**src/oat_pkg.sv**
```systemverilog
`default_nettype none

package oat_pkg;

    localparam int CLASS_W = 3;
    localparam int MODE_W = 3;
    localparam int REG_W = 3;
    localparam int UCYC_W = 4;
    localparam int RD_W = 3;
    localparam int WR_W = 2;
    localparam int ENTRY_W = UCYC_W + RD_W + WR_W;

    // Register field value that selects the program counter
    localparam logic [REG_W-1:0] PC_REG = 3'h7;

    typedef enum logic [CLASS_W-1:0] {
        OAT_READ_ONLY = 3'b000,
        OAT_WRITE_ONLY = 3'b001,
        OAT_READ_MODIFY_WRITE = 3'b010,
        OAT_JUMP_INSTRUCTION = 3'b011,
        OAT_SUBROUTINE_CALL_INSTRUCTION = 3'b100
    } oat_class_t;

    typedef enum logic [MODE_W-1:0] {
        OAT_MODE_REGISTER = 3'b000,
        OAT_MODE_DEFERRED = 3'b001,
        OAT_MODE_AUTOINC = 3'b010,
        OAT_MODE_AUTOINC_DEF = 3'b011,
        OAT_MODE_AUTODEC = 3'b100,
        OAT_MODE_AUTODEC_DEF = 3'b101,
        OAT_MODE_INDEX = 3'b110,
        OAT_MODE_INDEX_DEF = 3'b111
    } oat_mode_t;

    localparam logic RESET_VALID = 1'b0;
    localparam logic [ENTRY_W-1:0] RESET_ENTRY = 9'h000;

endpackage

`default_nettype wire

```
**src/oat_out_reg.sv**
```systemverilog
`timescale 1ns/1ps
`default_nettype none

module oat_out_reg #(
    parameter int WIDTH = 1,
    parameter logic [WIDTH-1:0] RESET_VALUE = '0
) (
    input wire logic mclk_i,
    input wire logic rst_i,
    input wire logic [WIDTH-1:0] d_i,
    output logic [WIDTH-1:0] q_o
);

    logic [WIDTH-1:0] q_reg;

    always_ff @(posedge mclk_i) begin
        if (rst_i) begin
            q_reg <= RESET_VALUE;
        end else begin
            q_reg <= d_i;
        end
    end

    assign q_o = q_reg;

endmodule

`default_nettype wire

```
**src/oat_timing.sv**
```systemverilog
// Contract
// - A read-only single-operand destination costs 0 cycles and no reads in mode 0, 2 cycles and one read in modes 1 and 2 with registers 0-6, 4 cycles and two reads in mode 6, and 6 cycles and three reads in mode 7.
// - A write-only destination costs 5 cycles and one read in register mode on the program counter, exactly one write in every memory mode, and 9 cycles and two reads in mode 5 on the program counter.
// - A read-modify-write destination costs 3 cycles, one read and one write in mode 1 with registers 0-6, 10 cycles, three reads and one write in mode 5 on the program counter, and 7 cycles, three reads and one write in mode 7.
// - A jump instruction destination never writes, costing 4 cycles and two reads in mode 1, 5 cycles and three reads in mode 6 on the program counter, and 7 cycles and four reads in mode 7.
// - A subroutine call destination writes exactly once in modes 1-7, costing 9 cycles and two reads in mode 1, 9 rather than 10 cycles in modes 3 and 6
// on the program counter, and 12 cycles and four reads in mode 7.
`timescale 1ns/1ps
`default_nettype none

module oat_timing (
    input wire logic mclk_i,
    input wire logic rst_i,
    input wire logic req_valid_i,
    input wire logic [oat_pkg::CLASS_W-1:0] class_i,
    input wire logic [oat_pkg::MODE_W-1:0] mode_i,
    input wire logic [oat_pkg::REG_W-1:0] reg_i,
    output logic rsp_valid_o,
    output logic rsp_legal_o,
    output logic [oat_pkg::UCYC_W-1:0] ucycles_o,
    output logic [oat_pkg::RD_W-1:0] reads_o,
    output logic [oat_pkg::WR_W-1:0] writes_o
);

    localparam int EW = oat_pkg::ENTRY_W;

    function automatic logic [EW-1:0] ent(
        input logic [oat_pkg::UCYC_W-1:0] c,
        input logic [oat_pkg::RD_W-1:0] r,
        input logic [oat_pkg::WR_W-1:0] w
    );
        ent = {c, r, w};
    endfunction

    logic is_pc;
    logic legal_next;
    logic [EW-1:0] entry_next;
    logic [EW-1:0] entry_q;
    logic [1:0] stage_next;
    logic [1:0] stage_q;

    always_comb begin
        is_pc = (reg_i == oat_pkg::PC_REG);
        legal_next = 1'b1;
        entry_next = oat_pkg::RESET_ENTRY;
        unique case (class_i)
            oat_pkg::OAT_READ_ONLY: begin
                unique case (mode_i)
                    3'h0: entry_next = ent(4'h0, 3'h0, 2'h0);
                    3'h1: entry_next = ent(4'h2, 3'h1, 2'h0);
                    3'h2: entry_next = is_pc ? ent(4'h1, 3'h1, 2'h0)
                                             : ent(4'h2, 3'h1, 2'h0);
                    3'h3: entry_next = is_pc ? ent(4'h3, 3'h2, 2'h0)
                                             : ent(4'h4, 3'h2, 2'h0);
                    3'h4: entry_next = is_pc ? ent(4'h7, 3'h2, 2'h0)
                                             : ent(4'h3, 3'h1, 2'h0);
                    3'h5: entry_next = is_pc ? ent(4'h9, 3'h3, 2'h0)
                                             : ent(4'h5, 3'h2, 2'h0);
                    3'h6: entry_next = ent(4'h4, 3'h2, 2'h0);
                    3'h7: entry_next = ent(4'h6, 3'h3, 2'h0);
                endcase
            end
            oat_pkg::OAT_WRITE_ONLY: begin
                // Every memory mode writes once; the PC adds a read in modes 0, 1, 2, 4 and 5
                unique case (mode_i)
                    3'h0: entry_next = is_pc ? ent(4'h5, 3'h1, 2'h0)
                                             : ent(4'h0, 3'h0, 2'h0);
                    3'h1: entry_next = is_pc ? ent(4'h6, 3'h1, 2'h1)
                                             : ent(4'h2, 3'h0, 2'h1);
                    3'h2: entry_next = is_pc ? ent(4'h6, 3'h1, 2'h1)
                                             : ent(4'h2, 3'h0, 2'h1);
                    3'h3: entry_next = is_pc ? ent(4'h3, 3'h1, 2'h1)
                                             : ent(4'h4, 3'h1, 2'h1);
                    3'h4: entry_next = is_pc ? ent(4'h7, 3'h1, 2'h1)
                                             : ent(4'h3, 3'h0, 2'h1);
                    3'h5: entry_next = is_pc ? ent(4'h9, 3'h2, 2'h1)
                                             : ent(4'h5, 3'h1, 2'h1);
                    3'h6: entry_next = ent(4'h4, 3'h1, 2'h1);
                    3'h7: entry_next = ent(4'h6, 3'h2, 2'h1);
                endcase
            end
            oat_pkg::OAT_READ_MODIFY_WRITE: begin
                unique case (mode_i)
                    3'h0: entry_next = is_pc ? ent(4'h5, 3'h1, 2'h0)
                                             : ent(4'h0, 3'h0, 2'h0);
                    3'h1: entry_next = is_pc ? ent(4'h7, 3'h2, 2'h1)
                                             : ent(4'h3, 3'h1, 2'h1);
                    3'h2: entry_next = is_pc ? ent(4'h7, 3'h2, 2'h1)
                                             : ent(4'h3, 3'h1, 2'h1);
                    3'h3: entry_next = is_pc ? ent(4'h4, 3'h2, 2'h1)
                                             : ent(4'h5, 3'h2, 2'h1);
                    3'h4: entry_next = is_pc ? ent(4'h8, 3'h2, 2'h1)
                                             : ent(4'h4, 3'h1, 2'h1);
                    3'h5: entry_next = is_pc ? ent(4'hA, 3'h3, 2'h1)
                                             : ent(4'h6, 3'h2, 2'h1);
                    3'h6: entry_next = ent(4'h5, 3'h2, 2'h1);
                    3'h7: entry_next = ent(4'h7, 3'h3, 2'h1);
                endcase
            end
            oat_pkg::OAT_JUMP_INSTRUCTION: begin
                // Register mode has no address to jump to, so it is illegal
                unique case (mode_i)
                    3'h0: legal_next = 1'b0;
                    3'h1: entry_next = ent(4'h4, 3'h2, 2'h0);
                    3'h2: entry_next = ent(4'h6, 3'h2, 2'h0);
                    3'h3: entry_next = ent(4'h5, 3'h3, 2'h0);
                    3'h4: entry_next = ent(4'h5, 3'h2, 2'h0);
                    3'h5: entry_next = ent(4'h6, 3'h3, 2'h0);
                    3'h6: entry_next = is_pc ? ent(4'h5, 3'h3, 2'h0)
                                             : ent(4'h6, 3'h3, 2'h0);
                    3'h7: entry_next = ent(4'h7, 3'h4, 2'h0);
                endcase
            end
            oat_pkg::OAT_SUBROUTINE_CALL_INSTRUCTION: begin
                unique case (mode_i)
                    3'h0: legal_next = 1'b0;
                    3'h1: entry_next = ent(4'h9, 3'h2, 2'h1);
                    3'h2: entry_next = ent(4'hA, 3'h2, 2'h1);
                    3'h3: entry_next = is_pc ? ent(4'h9, 3'h3, 2'h1)
                                             : ent(4'hA, 3'h3, 2'h1);
                    3'h4: entry_next = ent(4'hA, 3'h2, 2'h1);
                    3'h5: entry_next = ent(4'hB, 3'h3, 2'h1);
                    3'h6: entry_next = is_pc ? ent(4'h9, 3'h3, 2'h1)
                                             : ent(4'hA, 3'h3, 2'h1);
                    3'h7: entry_next = ent(4'hC, 3'h4, 2'h1);
                endcase
            end
            default: legal_next = 1'b0;
        endcase
        // Illegal requests answer with all-zero counts
        if (!legal_next) begin
            entry_next = oat_pkg::RESET_ENTRY;
        end
        stage_next = {req_valid_i, req_valid_i & legal_next};
    end

    oat_out_reg #(
        .WIDTH(EW),
        .RESET_VALUE(oat_pkg::RESET_ENTRY)
    ) u_entry (
        .mclk_i(mclk_i),
        .rst_i(rst_i),
        .d_i(entry_next),
        .q_o(entry_q)
    );

    oat_out_reg #(
        .WIDTH(2),
        .RESET_VALUE({oat_pkg::RESET_VALID, oat_pkg::RESET_VALID})
    ) u_stage (
        .mclk_i(mclk_i),
        .rst_i(rst_i),
        .d_i(stage_next),
        .q_o(stage_q)
    );

    assign rsp_valid_o = stage_q[1];
    assign rsp_legal_o = stage_q[0];
    assign ucycles_o = entry_q[EW-1 -: oat_pkg::UCYC_W];
    assign reads_o = entry_q[oat_pkg::WR_W +: oat_pkg::RD_W];
    assign writes_o = entry_q[oat_pkg::WR_W-1:0];

    // Request fields one edge back, so the registered answer can be judged
    logic [oat_pkg::CLASS_W-1:0] rq_class_reg;
    logic [oat_pkg::MODE_W-1:0] rq_mode_reg;
    logic rq_pc_reg;

    always_ff @(posedge mclk_i) begin
        rq_class_reg <= class_i;
        rq_mode_reg <= mode_i;
        rq_pc_reg <= is_pc;
    end
endmodule

`default_nettype wire

```
**config.mk**
```make
export PLATFORM = sky130hd
export DESIGN_NAME = oat_timing
export DESIGN_NICKNAME = d
export VERILOG_FILES = /design/src/oat_pkg.sv /design/src/oat_out_reg.sv /design/src/oat_timing.sv
export SDC_FILE = /design/constraint.sdc
export NUM_CORES = 1
export LEC_CHECK = 0
export BUFFER_PORTS_ARGS = -buffer_cell sky130_fd_sc_hd__buf_2
export CELL_PAD_IN_SITES_DETAIL_PLACEMENT = 1
export CELL_PAD_IN_SITES_GLOBAL_PLACEMENT = 1
export CORE_MARGIN = 10
export CORE_UTILIZATION = 42
export CTS_CLUSTER_DIAMETER = 80
export CTS_CLUSTER_SIZE = 24
export DETAILED_ROUTE_END_ITERATION = 8
export GPL_TIMING_DRIVEN = 0
export PLACE_DENSITY = 0.87
export SYNTH_ARGS = -nofsm -noshare
export SYNTH_HDL_FRONTEND = slang
export SYNTH_SLANG_ARGS = --single-unit
export TNS_END_PERCENT = 50
```
**constraint.sdc**
```tcl
create_clock -name mclk_i -period 2.05 [get_ports mclk_i]
set_input_delay 0.1025 -clock mclk_i [delete_from_list [all_inputs] [get_ports mclk_i]]
set_output_delay 0.1025 -clock mclk_i [all_outputs]
set_load 0.005 [all_outputs]
```
; Word-level counts from Yosys, hierarchy flattened
; Cells that the tools add are included.
; Widths: inputs -> output; s select.
[word_totals]
inputBits = 12
elab_cells = 47
output_inout_bits = 11
ff_bits = 11
[op_classes]
n_mux = 23
reduce_logical = 8
n_eq_ne = 12
n_bitwise = 2
[ops]
columns = cell, count
row1 = $pmux 9 s7, 2
row2 = $pmux 9 s5, 2
row3 = $pmux 9 s8, 1
row4 = $mux 8, 7
row5 = $pmux 8 s7, 1
row6 = $mux 9, 4
row7 = $mux 7, 3
row8 = $eq 3x3->1 const B, 6
row9 = $eq 3x2->1 const B, 4
row10 = $reduce_or 2->1, 5
row11 = $eq 3x1->1 const B, 2
row12 = $logic_not 3->1, 2
row13 = $mux 6, 1
row14 = $reduce_or 3->1, 1
row15 = $pmux 1 s2, 1
row16 = $and 1x1->1, 1
row17 = $mux 1, 1
row18 = $not 1->1, 1

; Longest topological paths before layout
; Gate-level depths: netlist of run 1.
[logic_depth]
depth_word = 5
ltp_mapped = 7

; Cells and area by module
; A second synthesis of run 1 with hierarchy kept.
[unflattened]
cells_unflattened = 145
area_unflattened_um2 = 1041.0
[modules_own_cells]
columns = mod, n_inst, cells_each, area_per_inst_um2, seq_area_each_um2
row1 = oat_timing, 1, 123, 752.0, 0.0
row2 = oat_out_reg (u_entry), 1, 18, 236.5, 180.2
row3 = oat_out_reg (u_stage), 1, 4, 52.6, 40.0

; Worst setup path after synthesis of run 1
; Ideal clock, no wire load.
[synth_timing]
kind = input port to flip-flop
from = in mode_i[1] (netlist name)
to = reg u_entry.q_reg[7] (netlist: u_entry.q_o[7])
stages = 6
n_path_buf = 1
path_slack_ns = 0.932
t_arrival_ns = 0.993
t_required_ns = 1.925
cell_sequence = buf_6 -> nor3_2 -> nor4_1 -> o221a_2 -> o21ai_0 -> a21oi_1
[synth_via]
elab_chain_len = 5
[synth_rtl]
columns = item, line_no
row1 = start: declaration, oat_timing.sv:16  ; input wire logic [oat_pkg::MODE_W-1:0] mode_i,
row2 = "parallel branches: the longest is 5 deep, another holds $pmux 9 s7", n/a
row3 = end signal: assignment, oat_out_reg.sv:20  ; q_reg <= d_i;
row4 = end: declaration, oat_out_reg.sv:14  ; logic [WIDTH-1:0] q_reg;
; Several ways; the timed one is not identified.
; A chain may end at the register's enable or synchronous reset.

; Final worst setup path of run 1
[layout_timing]
from = in class_i[2] (netlist name)
to = reg u_entry.q_reg[7] (netlist: u_entry.q_o[7])
[layout_via]
elab_chain_len = 5
[layout_rtl]
columns = item, line_no
row1 = start: declaration, oat_timing.sv:15  ; input wire logic [oat_pkg::CLASS_W-1:0] class_i,
row2 = "$eq 3x2->1, or another cell as far along", oat_timing.sv:46  ; unique case (class_i)
row3 = $reduce_or 3->1 (no line) or $reduce_or 2->1 (tied branches), n/a
row4 = $pmux 1 s2, oat_timing.sv:46
row5 = $not 1->1 (no line), n/a
row6 = $reduce_or 2->1 (no line), n/a
; Parallel ways exist; a longest one is shown, timed or not.

==> metrics.txt, run 1 <==
IO buf count 19; Worst Path Arrival about 1.4 ns; Hold Path Sink u_stage.q_o[1]; FF+latch count, synth 10; top cell type by total area after synthesis dfxtp_1; CTS clk-pin slew, worst paths 0.06 ns; Max Cap Viol 0; # IOs 23; fmax ~0.81 GHz; Worst-Margin Slew about 0.6 ns; ys flop type dfxtp_1; dpl hpwl 2770 um; Final TNS setup 0 ns; Post-synth EDFFs 0; Synth Net Count about 160; # setup viols final 0; crit-path max FO 10; HP Start rst_i; largest cells by area after synthesis dfxtp_1 (18%), a21oi_1 (4.6%), o21ai_0 (4.6%); status finished clean; number of fillers in the final layout around 350; CP Launch Type input port; Total Wirelength around 3600 um; routability cong. between 0.9 and 1; Root Buffer clkbuf_4; die area approximately 5000 um^2; Met3 Wirelength approximately 250 um; Die X between 70 and 80 um; initial core utilization 43.9%; first drt pass iteration count 4; CTS tree yes; fin crit share a little over 60%; routed wire length per instance 18.5 um; via count 1237; Num CTS Buffers 3; most frequent cells after synthesis nor2_1 (13), a21oi_1 (10), dfxtp_1 (10), o21ai_0 (10), nand2_1 (7); area delta synth->final 14.3%; Post-CTS Hold Fix Bufs 0; WS Path Type in -> reg; share of layout cells above drive strength 1 27.5%; RSZ-0062 raised after global routing no; WL met1 approximately 1600 um; dpl cells between 150 and 200; # resized after CTS 0; ys async rst share 0%; top sig layer met4; largest net degree at the start of global routing 11; total track usage 14.4%; die height roughly 71 um; most common cell in the synthesized netlist nor2_1; syn avg cell area approximately 7.5 um^2; First DRT Iteration DRCs 121; Critical Path Sink Type flop; slew margin rel. between 60% and 70%; remaining antenna violation count after routing 0; Worst Hold Path Cells 2; vias in the first global route between 1000 and 1500; register area share after synthesis a little under a fifth; initial antenna violation count 0; Post-Syn Instances between 100 and 150; first-pass GRT wire length 6150 um; total gr overflow 0; crit path time final 1.24 ns; Net count, final between 150 and 200; CTS sink count 10; Critical Path RT 2.25 ns; Hold Violations, Final 0; std cell rows 18; HP Class in -> reg; Yosys top cell area share between 15 and 20%; DRC Markers 0; Leak ~0.5 nW; Finished Layout Cells between 150 and 200; Max Buffers Root-to-Sink 2; Max IR drop VDD ~0.00028 V; H-Tree Depth 1; Slew Limit Fails 0; Ant. Diodes 0; core area 2480 um^2; mapped cell area between 1000 and 1500 um^2; # Post-CTS Setup Buffers 0; Cell variety after synth 52; power per cell area between 400 and 500 nW/um^2; routed wl met2 1680 um; Yosys Warn Count 0; Vias per Instance around 6.3
==> sequential cells by signal, indices dropped and copies added (netlist names) <==
signal / cells
u_entry.q_o: 8
u_stage.q_o: 2
==> metrics by stage <==
step	power (mW)	hold WS [ns]	instance area, um^2	worst slack, ns	util [%]
after global placement	0.411	0.289	1220	0.666	49.2
final	0.542	0.0307	1240	0.809	50.2
after CTS	0.546	0.0207	1240	0.824	50.2
after global routing	0.576	0.0438	1240	0.667	50.2
after detailed placement	0.415	0.298	1220	0.594	49.2
after floorplan	0.354	0.169	1090	0.932	-
==> cell usage in the layout, fill, tap and decap left out, types with 4 or more instances in the layout <==
cell type,Yosys,layout
a211oi_1,4,4
a21oi_1,10,10
a31oi_1,5,5
buf_2,3,22
buf_4,6,6
buf_6,4,4
dfxtp_1,10,10
inv_1,5,5
nand2_1,7,7
nor2_1,13,13
nor3_1,4,4
o21ai_0,10,10
o21ai_1,4,4
o22ai_1,4,4
xnor2_1,4,4
==> area by class of cell <==
cell class / instances / area [um^2] / share of cell area, %
well taps: 30 / 37.5 / 3.02
plain buffers: 15 / 113 / 9.06
clock buffers: 3 / 22.5 / 1.81
multi-input cells: 115 / 756 / 60.8
repair buffers: 19 / 95.1 / 7.65
inverters: 5 / 18.8 / 1.51
flip-flops and latches: 10 / 200 / 16.1
==> how the worst max path moves through the flow <==
stage	from	endpoint	slack [ns]
global placement	reg_i[1]	u_entry.q_o[2]	0.67
CTS	reg_i[1]	u_entry.q_o[6]	0.82
floorplan	mode_i[1]	u_entry.q_o[7]	0.93
finish	class_i[2]	u_entry.q_o[7]	0.81
global route	reg_i[1]	u_entry.q_o[6]	0.67
detailed placement	reg_i[1]	u_entry.q_o[6]	0.59
==> routing by layer <==
layer | up-vias | global-route usage, %
li1 | 586 | -
met1 | 589 | 18.8
met2 | 49 | 21.6
met3 | 13 | 3.63
met4 | 0 | 6.45
met5 | - | 0
==> worst max-delay path: stages <==
cell	delay, ns
buf_2	0.12
buf_6	0.14
nor4_1	0.55
o221a_2	0.27
o21ai_0	0.09
a21oi_1	0.16
==> cells by family after synthesis <==
family                    Yosys count  share of synthesized area, %
AOI/OAI and AO/OA                  60                          38.4
xor gates and xnor gates            4                          3.22
buffers and inverters              20                          12.1
DFF                                10                          18.4
muxes                               1                         0.921
other                               1                         0.345
and+or+nand+nor                    49                          26.6
==> where the power goes <==
group / switching, mW / internal, mW
clock: 0.0613 / 0.0675
combinational: 0.123 / 0.0840
sequential: 0.00189 / 0.204
total: 0.186 / 0.356
No activity file was read; power rests on OpenSTA's default activity.
==> inputs of run 2 (changes only) <==
--- a/config.mk
+++ b/config.mk
@@ -9,12 +9,12 @@
 export CELL_PAD_IN_SITES_DETAIL_PLACEMENT = 1
 export CELL_PAD_IN_SITES_GLOBAL_PLACEMENT = 1
 export CORE_MARGIN = 10
-export CORE_UTILIZATION = 42
+export CORE_UTILIZATION = 35
 export CTS_CLUSTER_DIAMETER = 80
 export CTS_CLUSTER_SIZE = 24
 export DETAILED_ROUTE_END_ITERATION = 8
 export GPL_TIMING_DRIVEN = 0
-export PLACE_DENSITY = 0.87
+export PLACE_DENSITY = 0.78
 export SYNTH_ARGS = -nofsm -noshare
 export SYNTH_HDL_FRONTEND = slang
 export SYNTH_SLANG_ARGS = --single-unit
==> constraint.sdc (replaced) <==
create_clock -name mclk_i -period 1 [get_ports mclk_i]
set_input_delay 0.05 -clock mclk_i [delete_from_list [all_inputs] [get_ports mclk_i]]
set_output_delay 0.05 -clock mclk_i [all_outputs]
set_load 0.005 [all_outputs]
==> run 2 against run 1 <==
- clock-buffer cell count rose by 1
- global-route usage down 0.21 points
- total power up 150%
- largest power group unchanged
- critical path type unchanged
- critical endpoint is now u_entry.q_o[6]
- cell count increased by 6.6%
- first-iteration DRC count down 16%
- worst setup slack got worse by 0.78 ns
==> metrics.txt, run 2 (same netlist as run 1, synthesis figures left out) <==
fin crit share around 97%; Switching Fraction 33.7% (was 34.3%); Ant. Diodes 0 (unchanged); Seq pwr share 31.6% (was 38.1%); dpl cells 197 (was 194); max reg flops 8 (unchanged); Critical Path Sink Type flop (unchanged); Worst Path Arrival 1.13 ns (was 1.44 ns); H-Tree Depth 1 (unchanged); most frequent cells in the layout buf_2 (17), buf_4 (13), nor2_1 (11) (was buf_2 (22), nor2_1 (13), a21oi_1 (10), o21ai_0 (10), dfxtp_1 (10)); routed wire length per instance 19.4 um (was 18.5 um); most common cell after layout, fill and taps aside buf_2 (unchanged); First DRT Iteration DRCs 102 (was 121); largest net degree at the start of global routing 11 (unchanged); DRC Markers 0 (unchanged); Net count, final 190 (was 181); Hold Path Sink u_stage.q_o[0] (was u_stage.q_o[1]); HP Class in -> reg (unchanged); initial core utilization 36.2% (was 43.9%); CTS sink count 10 (unchanged); switching pwr 0.451 mW (was 0.186 mW); remaining antenna violation count after routing 0 (unchanged); HP Start req_valid_i (was rst_i); dpl hpwl 2810 um (was 2770 um); total track usage 14.2% (was 14.4%); logic gate share of total power 41.0% (was 38.2%); crit path time final 0.972 ns; IO buf count 19 (unchanged); Clock Power Share 27.4% (was 23.8%); Max IR drop VDD 0.000253 V (was 0.000277 V); std cell rows 20 (was 18); status finished clean (unchanged); Max Cap Viol 0 (unchanged); area delta synth->final 40.4% (was 14.3%); vias in the first global route 1344 (was 1252); overall power 1.34 mW (was 0.542 mW); Max Buffers Root-to-Sink 2 (unchanged); RSZ-0062 raised after global routing yes (was no); CP Launch Type input port (unchanged); WHS 0.0152 ns (was 0.0307 ns); initial antenna violation count 0 (unchanged); via count 1261 (was 1237); fmax just over 1 GHz; first-pass GRT wire length 6510 um (was 6150 um); Leak 0.606 nW (was 0.501 nW); # IOs 23 (unchanged); total gr overflow 0 (unchanged); power per cell area 877 nW/um^2 (was 436 nW/um^2); die height 75.7 um (was 70.9 um); Critical Path RT 1.15 ns (was 2.25 ns); cell-internal power 0.888 mW (was 0.356 mW); Hold Violations, Final 0 (unchanged); Root Buffer clkbuf_4 (unchanged); crit-path max FO 5 (was 10); WS Path Type in -> reg (unchanged); die area 5740 um^2 (was 5020 um^2); number of fillers in the final layout 368 (was 345); Worst Hold Path Cells 3 (was 2); Num CTS Buffers 3 (unchanged); # setup viols final 0 (unchanged); Vias per Instance 6.00 (was 6.28); Finished Layout Cells 210 (was 197); first drt pass iteration count 4 (unchanged); core area 3000 um^2 (was 2480 um^2); Total Wirelength 4080 um (was 3640 um); Slew Limit Fails 0 (unchanged); Die X 75.7 um (was 70.9 um); CTS clk-pin slew, worst paths 0.06 ns (about the same); CTS tree yes (unchanged); share of layout cells above drive strength 1 40.7% (was 27.5%); routability cong. 0.889 (was 0.969)
[run 2: power by group through the flow]
stage / sequential (mW) / clock (mW) / combinational (mW)
6_report: 0.423 / 0.367 / 0.549
5_1_grt: 0.425 / 0.388 / 0.596
4_1_cts: 0.423 / 0.369 / 0.478
3_5_place_dp: 0.432 / 0 / 0.430
3_3_place_gp: 0.431 / 0 / 0.417
2_1_floorplan: 0.436 / 0 / 0.297
[run 2: worst max-delay path by stage]
stage | to | slack, ns | cells after the start | start
floorplan | u_entry.q_o[5] | -0.03 | 6 | class_i[2]
global placement | u_entry.q_o[7] | -0.39 | 7 | reg_i[1]
detailed placement | u_entry.q_o[7] | -0.41 | 7 | reg_i[1]
CTS | u_entry.q_o[6] | 0.0004 | 7 | class_i[0]
global route | u_entry.q_o[2] | -0.06 | 7 | mode_i[0]
finish | u_entry.q_o[6] | 0.03 | 7 | mode_i[2]
[run 2: repair_timing]
action                                  CTS  global route
pin swaps                                 4            13
endpoints found under the hold margin     2             0
cloned                                    0             1
buffers inserted                          4             4
hold buffers                              1             0
endpoints found under the setup margin    4             8
gates resized for setup                  18            28
[run 2: through the flow]
stage | area [um^2] | TNS [ns] | setup WS [ns] | utilization [%]
5_1_grt | 1530 | -0.364 | -0.0603 | 50.8
6_report | 1530 | 0 | 0.0283 | 50.8
3_5_place_dp | 1240 | -2.24 | -0.409 | 41.4
4_1_cts | 1390 | 0 | 0.000378 | 46.2
2_1_floorplan | 1110 | -0.0597 | -0.0338 | -
3_3_place_gp | 1240 | -2.13 | -0.390 | 41.4
[run 2: layout make-up]
class	count	area, um^2	area share (%)
buffer	14	145	9.51
clock buffer	4	36.3	2.38
inverter	5	18.8	1.23
multi-input combinational	115	867	56.8
sequential	10	200	13.1
tap	33	41.3	2.70
timing repair buffer	29	218	14.3
[run 2: routing by layer]
metal | global-route usage [%] | part of all wire (%) | up-vias
met5 | 0 | 0 | -
met4 | 7.63 | 3.2 | 0
met3 | 1.69 | 5.7 | 14
met2 | 24.7 | 50 | 55
met1 | 16.4 | 41 | 590
li1 | - | - | 602
[run 2: worst max-delay path, stage by stage]
cell	delay, ns
buf_4	0.15
buf_8	0.13
and2_4	0.15
a22o_1	0.22
a22oi_1	0.18
o21a_1	0.17
a31oi_1	0.09
==> inputs of run 3 (changes only) <==
--- a/config.mk
+++ b/config.mk
@@ -7,14 +7,14 @@
 export LEC_CHECK = 0
 export BUFFER_PORTS_ARGS = -buffer_cell sky130_fd_sc_hd__buf_2
 export CELL_PAD_IN_SITES_DETAIL_PLACEMENT = 1
-export CELL_PAD_IN_SITES_GLOBAL_PLACEMENT = 1
+export CELL_PAD_IN_SITES_GLOBAL_PLACEMENT = 2
 export CORE_MARGIN = 10
-export CORE_UTILIZATION = 35
+export CORE_UTILIZATION = 27
 export CTS_CLUSTER_DIAMETER = 80
 export CTS_CLUSTER_SIZE = 24
 export DETAILED_ROUTE_END_ITERATION = 8
 export GPL_TIMING_DRIVEN = 0
-export PLACE_DENSITY = 0.78
+export PLACE_DENSITY = 0.77
 export SYNTH_ARGS = -nofsm -noshare
 export SYNTH_HDL_FRONTEND = slang
 export SYNTH_SLANG_ARGS = --single-unit
==> constraint.sdc (replaced) <==
create_clock -name mclk_i -period 1 [get_ports mclk_i]
set_input_delay 0.05 -clock mclk_i [delete_from_list [all_inputs] [get_ports mclk_i]]
set_output_delay 0.05 -clock mclk_i [all_outputs]
set_load 0.1 [all_outputs]
==> run 3 against run 2 <==
- the flow now finishes with violations (negative setup slack)
- largest power group unchanged
- sequential cell count is the same
- first-iteration DRC count grew 3.9%
- total power grew 31%
- hold slack lost 0.0091 ns
- clock-buffer cell count is the same
==> metrics.txt, run 3 (same netlist as run 1, synthesis figures left out) <==
dpl hpwl 2900 um (was 2810 um); Max Cap Viol 0 (unchanged); logic gate share of total power 47.9% (was 41.0%); H-Tree Depth 1 (unchanged); number of fillers in the final layout 454 (was 368); area delta synth->final 68.4% (was 40.4%); Hold Path Sink u_stage.q_o[1] (was u_stage.q_o[0]); total track usage 11.6% (was 14.2%); CTS tree yes (unchanged); IO buf count 19 (unchanged); max reg flops 8 (unchanged); first drt pass iteration count 4 (unchanged); status complete, but fails checks (was finished clean); cell-internal power 1.09 mW (was 0.888 mW); crit path time final 1.07 ns (was 0.972 ns); largest net degree at the start of global routing 11 (unchanged); # IOs 23 (unchanged); core area 3940 um^2 (was 3000 um^2); Total Wirelength 4750 um (was 4080 um); switching pwr 0.661 mW (was 0.451 mW); via count 1387 (was 1261); Seq pwr share 24.3% (was 31.6%); CTS sink count 10 (unchanged); power per cell area 957 nW/um^2 (was 877 nW/um^2); Worst Hold Path Cells 2 (was 3); Worst Path Arrival 1.22 ns (was 1.13 ns); total gr overflow 0 (unchanged); RSZ-0062 raised after global routing yes (unchanged); initial antenna violation count 0 (unchanged); Max Buffers Root-to-Sink 2 (unchanged); DRC Markers 0 (unchanged); share of layout cells above drive strength 1 54.5% (was 40.7%); std cell rows 23 (was 20); crit-path max FO 7 (was 5); Die X 83.5 um (was 75.7 um); first-pass GRT wire length 6910 um (was 6510 um); initial core utilization 27.6% (was 36.2%); vias in the first global route 1385 (was 1344); CTS clk-pin slew, worst paths 0.05 ns (was 0.06 ns); most frequent cells in the layout buf_4 (32), nor2_1 (12), buf_6 (10), dfxtp_1 (10) (was buf_2 (17), buf_4 (13), nor2_1 (11)); First DRT Iteration DRCs 106 (was 102); routed wire length per instance 19.7 um (was 19.4 um); Root Buffer clkbuf_8 (was clkbuf_4); HP Start rst_i (was req_valid_i); Max IR drop VDD 0.000293 V (was 0.000253 V); Final Util 46.4% (was 50.8%); CP Launch Type input port (unchanged); Clock Power Share 27.9% (was 27.4%); Leak 0.719 nW (was 0.606 nW); violated checks negative setup slack; fmax 0.934 GHz (was 1.03 GHz); Ant. Diodes 0 (unchanged); WS Path Type in -> reg (unchanged); PnR worst setup slack -0.0705 ns (was 0.0283 ns); Vias per Instance 5.76 (was 6.00); M2 GR Usage 18.4% (was 24.7%); routability cong. 0.917 (was 0.889); met1 Track Usage GR 13.8% (was 16.4%); Critical Path RT 1.15 ns (about the same); die area 6970 um^2 (was 5740 um^2); most common cell after layout, fill and taps aside buf_4 (was buf_2); remaining antenna violation count after routing 0 (unchanged); Hold Violations, Final 0 (unchanged); Num CTS Buffers 3 (unchanged); Slew Limit Fails 0 (unchanged); HP Class in -> reg (unchanged); global route hottest layer met2 (unchanged); fin crit share 107% (was 97.2%); die height 83.5 um (was 75.7 um); GR Layer Usage met3 2.05% (was 1.69%); Switching Fraction 37.7% (was 33.7%); # setup viols final 4 (was 0); post-place setup slack -0.458 ns (was -0.409 ns); Critical Path Sink Type flop (unchanged); Net count, final 204 (was 190)
run 3: changes by cell type in the layout (fill, tap and decap cells not counted), moves of 3 or more:
| cell | before | now |
|---|---|---|
| buf_4 | 13 | 32 |
| buf_2 | 17 | 3 |
| buf_6 | 4 | 10 |
| buf_12 | 1 | 4 |
| clkbuf_8 | 1 | 4 |
| o21ai_2 | 1 | 4 |
run 3: final cells by class:
type,instances,area [um^2],share of cell area (%)
well taps,50,62.6,3.42
clock buffers,4,55.1,3.01
plain buffers,14,160,8.75
inverters,5,18.8,1.03
multi-input cells,115,948,51.8
flip-flops and latches,10,200,10.9
repair buffers,43,385,21.1
run 3: per-layer routing:
metal | up-vias | routed length (um)
li1 | 631 | -
met1 | 674 | 2040
met2 | 59 | 2200
met3 | 23 | 251
met4 | 0 | 261
met5 | - | 0
run 3: worst max-delay path by stage:
| stage | slack, ns | startpoint | cells after the start | end |
|---|---|---|---|---|
| after floorplan | -0.03 | class_i[2] | 6 | u_entry.q_o[5] |
| after global placement | -0.43 | class_i[2] | 6 | u_entry.q_o[7] |
| after detailed placement | -0.46 | class_i[2] | 6 | u_entry.q_o[7] |
| after CTS | -0.08 | class_i[2] | 8 | u_entry.q_o[6] |
| after global routing | -0.11 | class_i[0] | 7 | u_entry.q_o[6] |
| final | -0.07 | class_i[0] | 7 | u_entry.q_o[6] |
run 3: timing repair:
item	in CTS	in global routing
resized for setup	36	52
setup buffers	15	7
cloned	1	1
pin swaps	13	19
setup endpoints to repair	12	11
hold buffers	0	0
run 3: through the flow:
stage	hold slack, ns	instance area (um^2)	TNS [ns]	power, mW	cells
6_report	0.00605	1830	-0.252	1.75	241
5_1_grt	0.0131	1830	-0.442	1.84	241
4_1_cts	0.00483	1560	-0.155	1.62	234
3_5_place_dp	0.247	1260	-2.55	1.03	214
3_3_place_gp	0.241	1260	-2.44	1.02	214
2_1_floorplan	0.117	1110	-0.0597	0.898	145
run 3: critical path, stage by stage:
cell	delay [ns]
buf_12	0.11
buf_8	0.12
nor3b_4	0.29
o21ai_2	0.10
a221oi_2	0.25
o21ai_1	0.12
a31oi_1	0.16
run 3: power by group through the flow:
| stage | clock network [mW] | registers, mW | logic [mW] |
|---|---|---|---|
| finish | 0.488 | 0.425 | 0.838 |
| global route | 0.530 | 0.428 | 0.880 |
| CTS | 0.500 | 0.425 | 0.697 |
| detailed placement | 0 | 0.432 | 0.597 |
| global placement | 0 | 0.431 | 0.593 |
| floorplan | 0 | 0.585 | 0.313 |
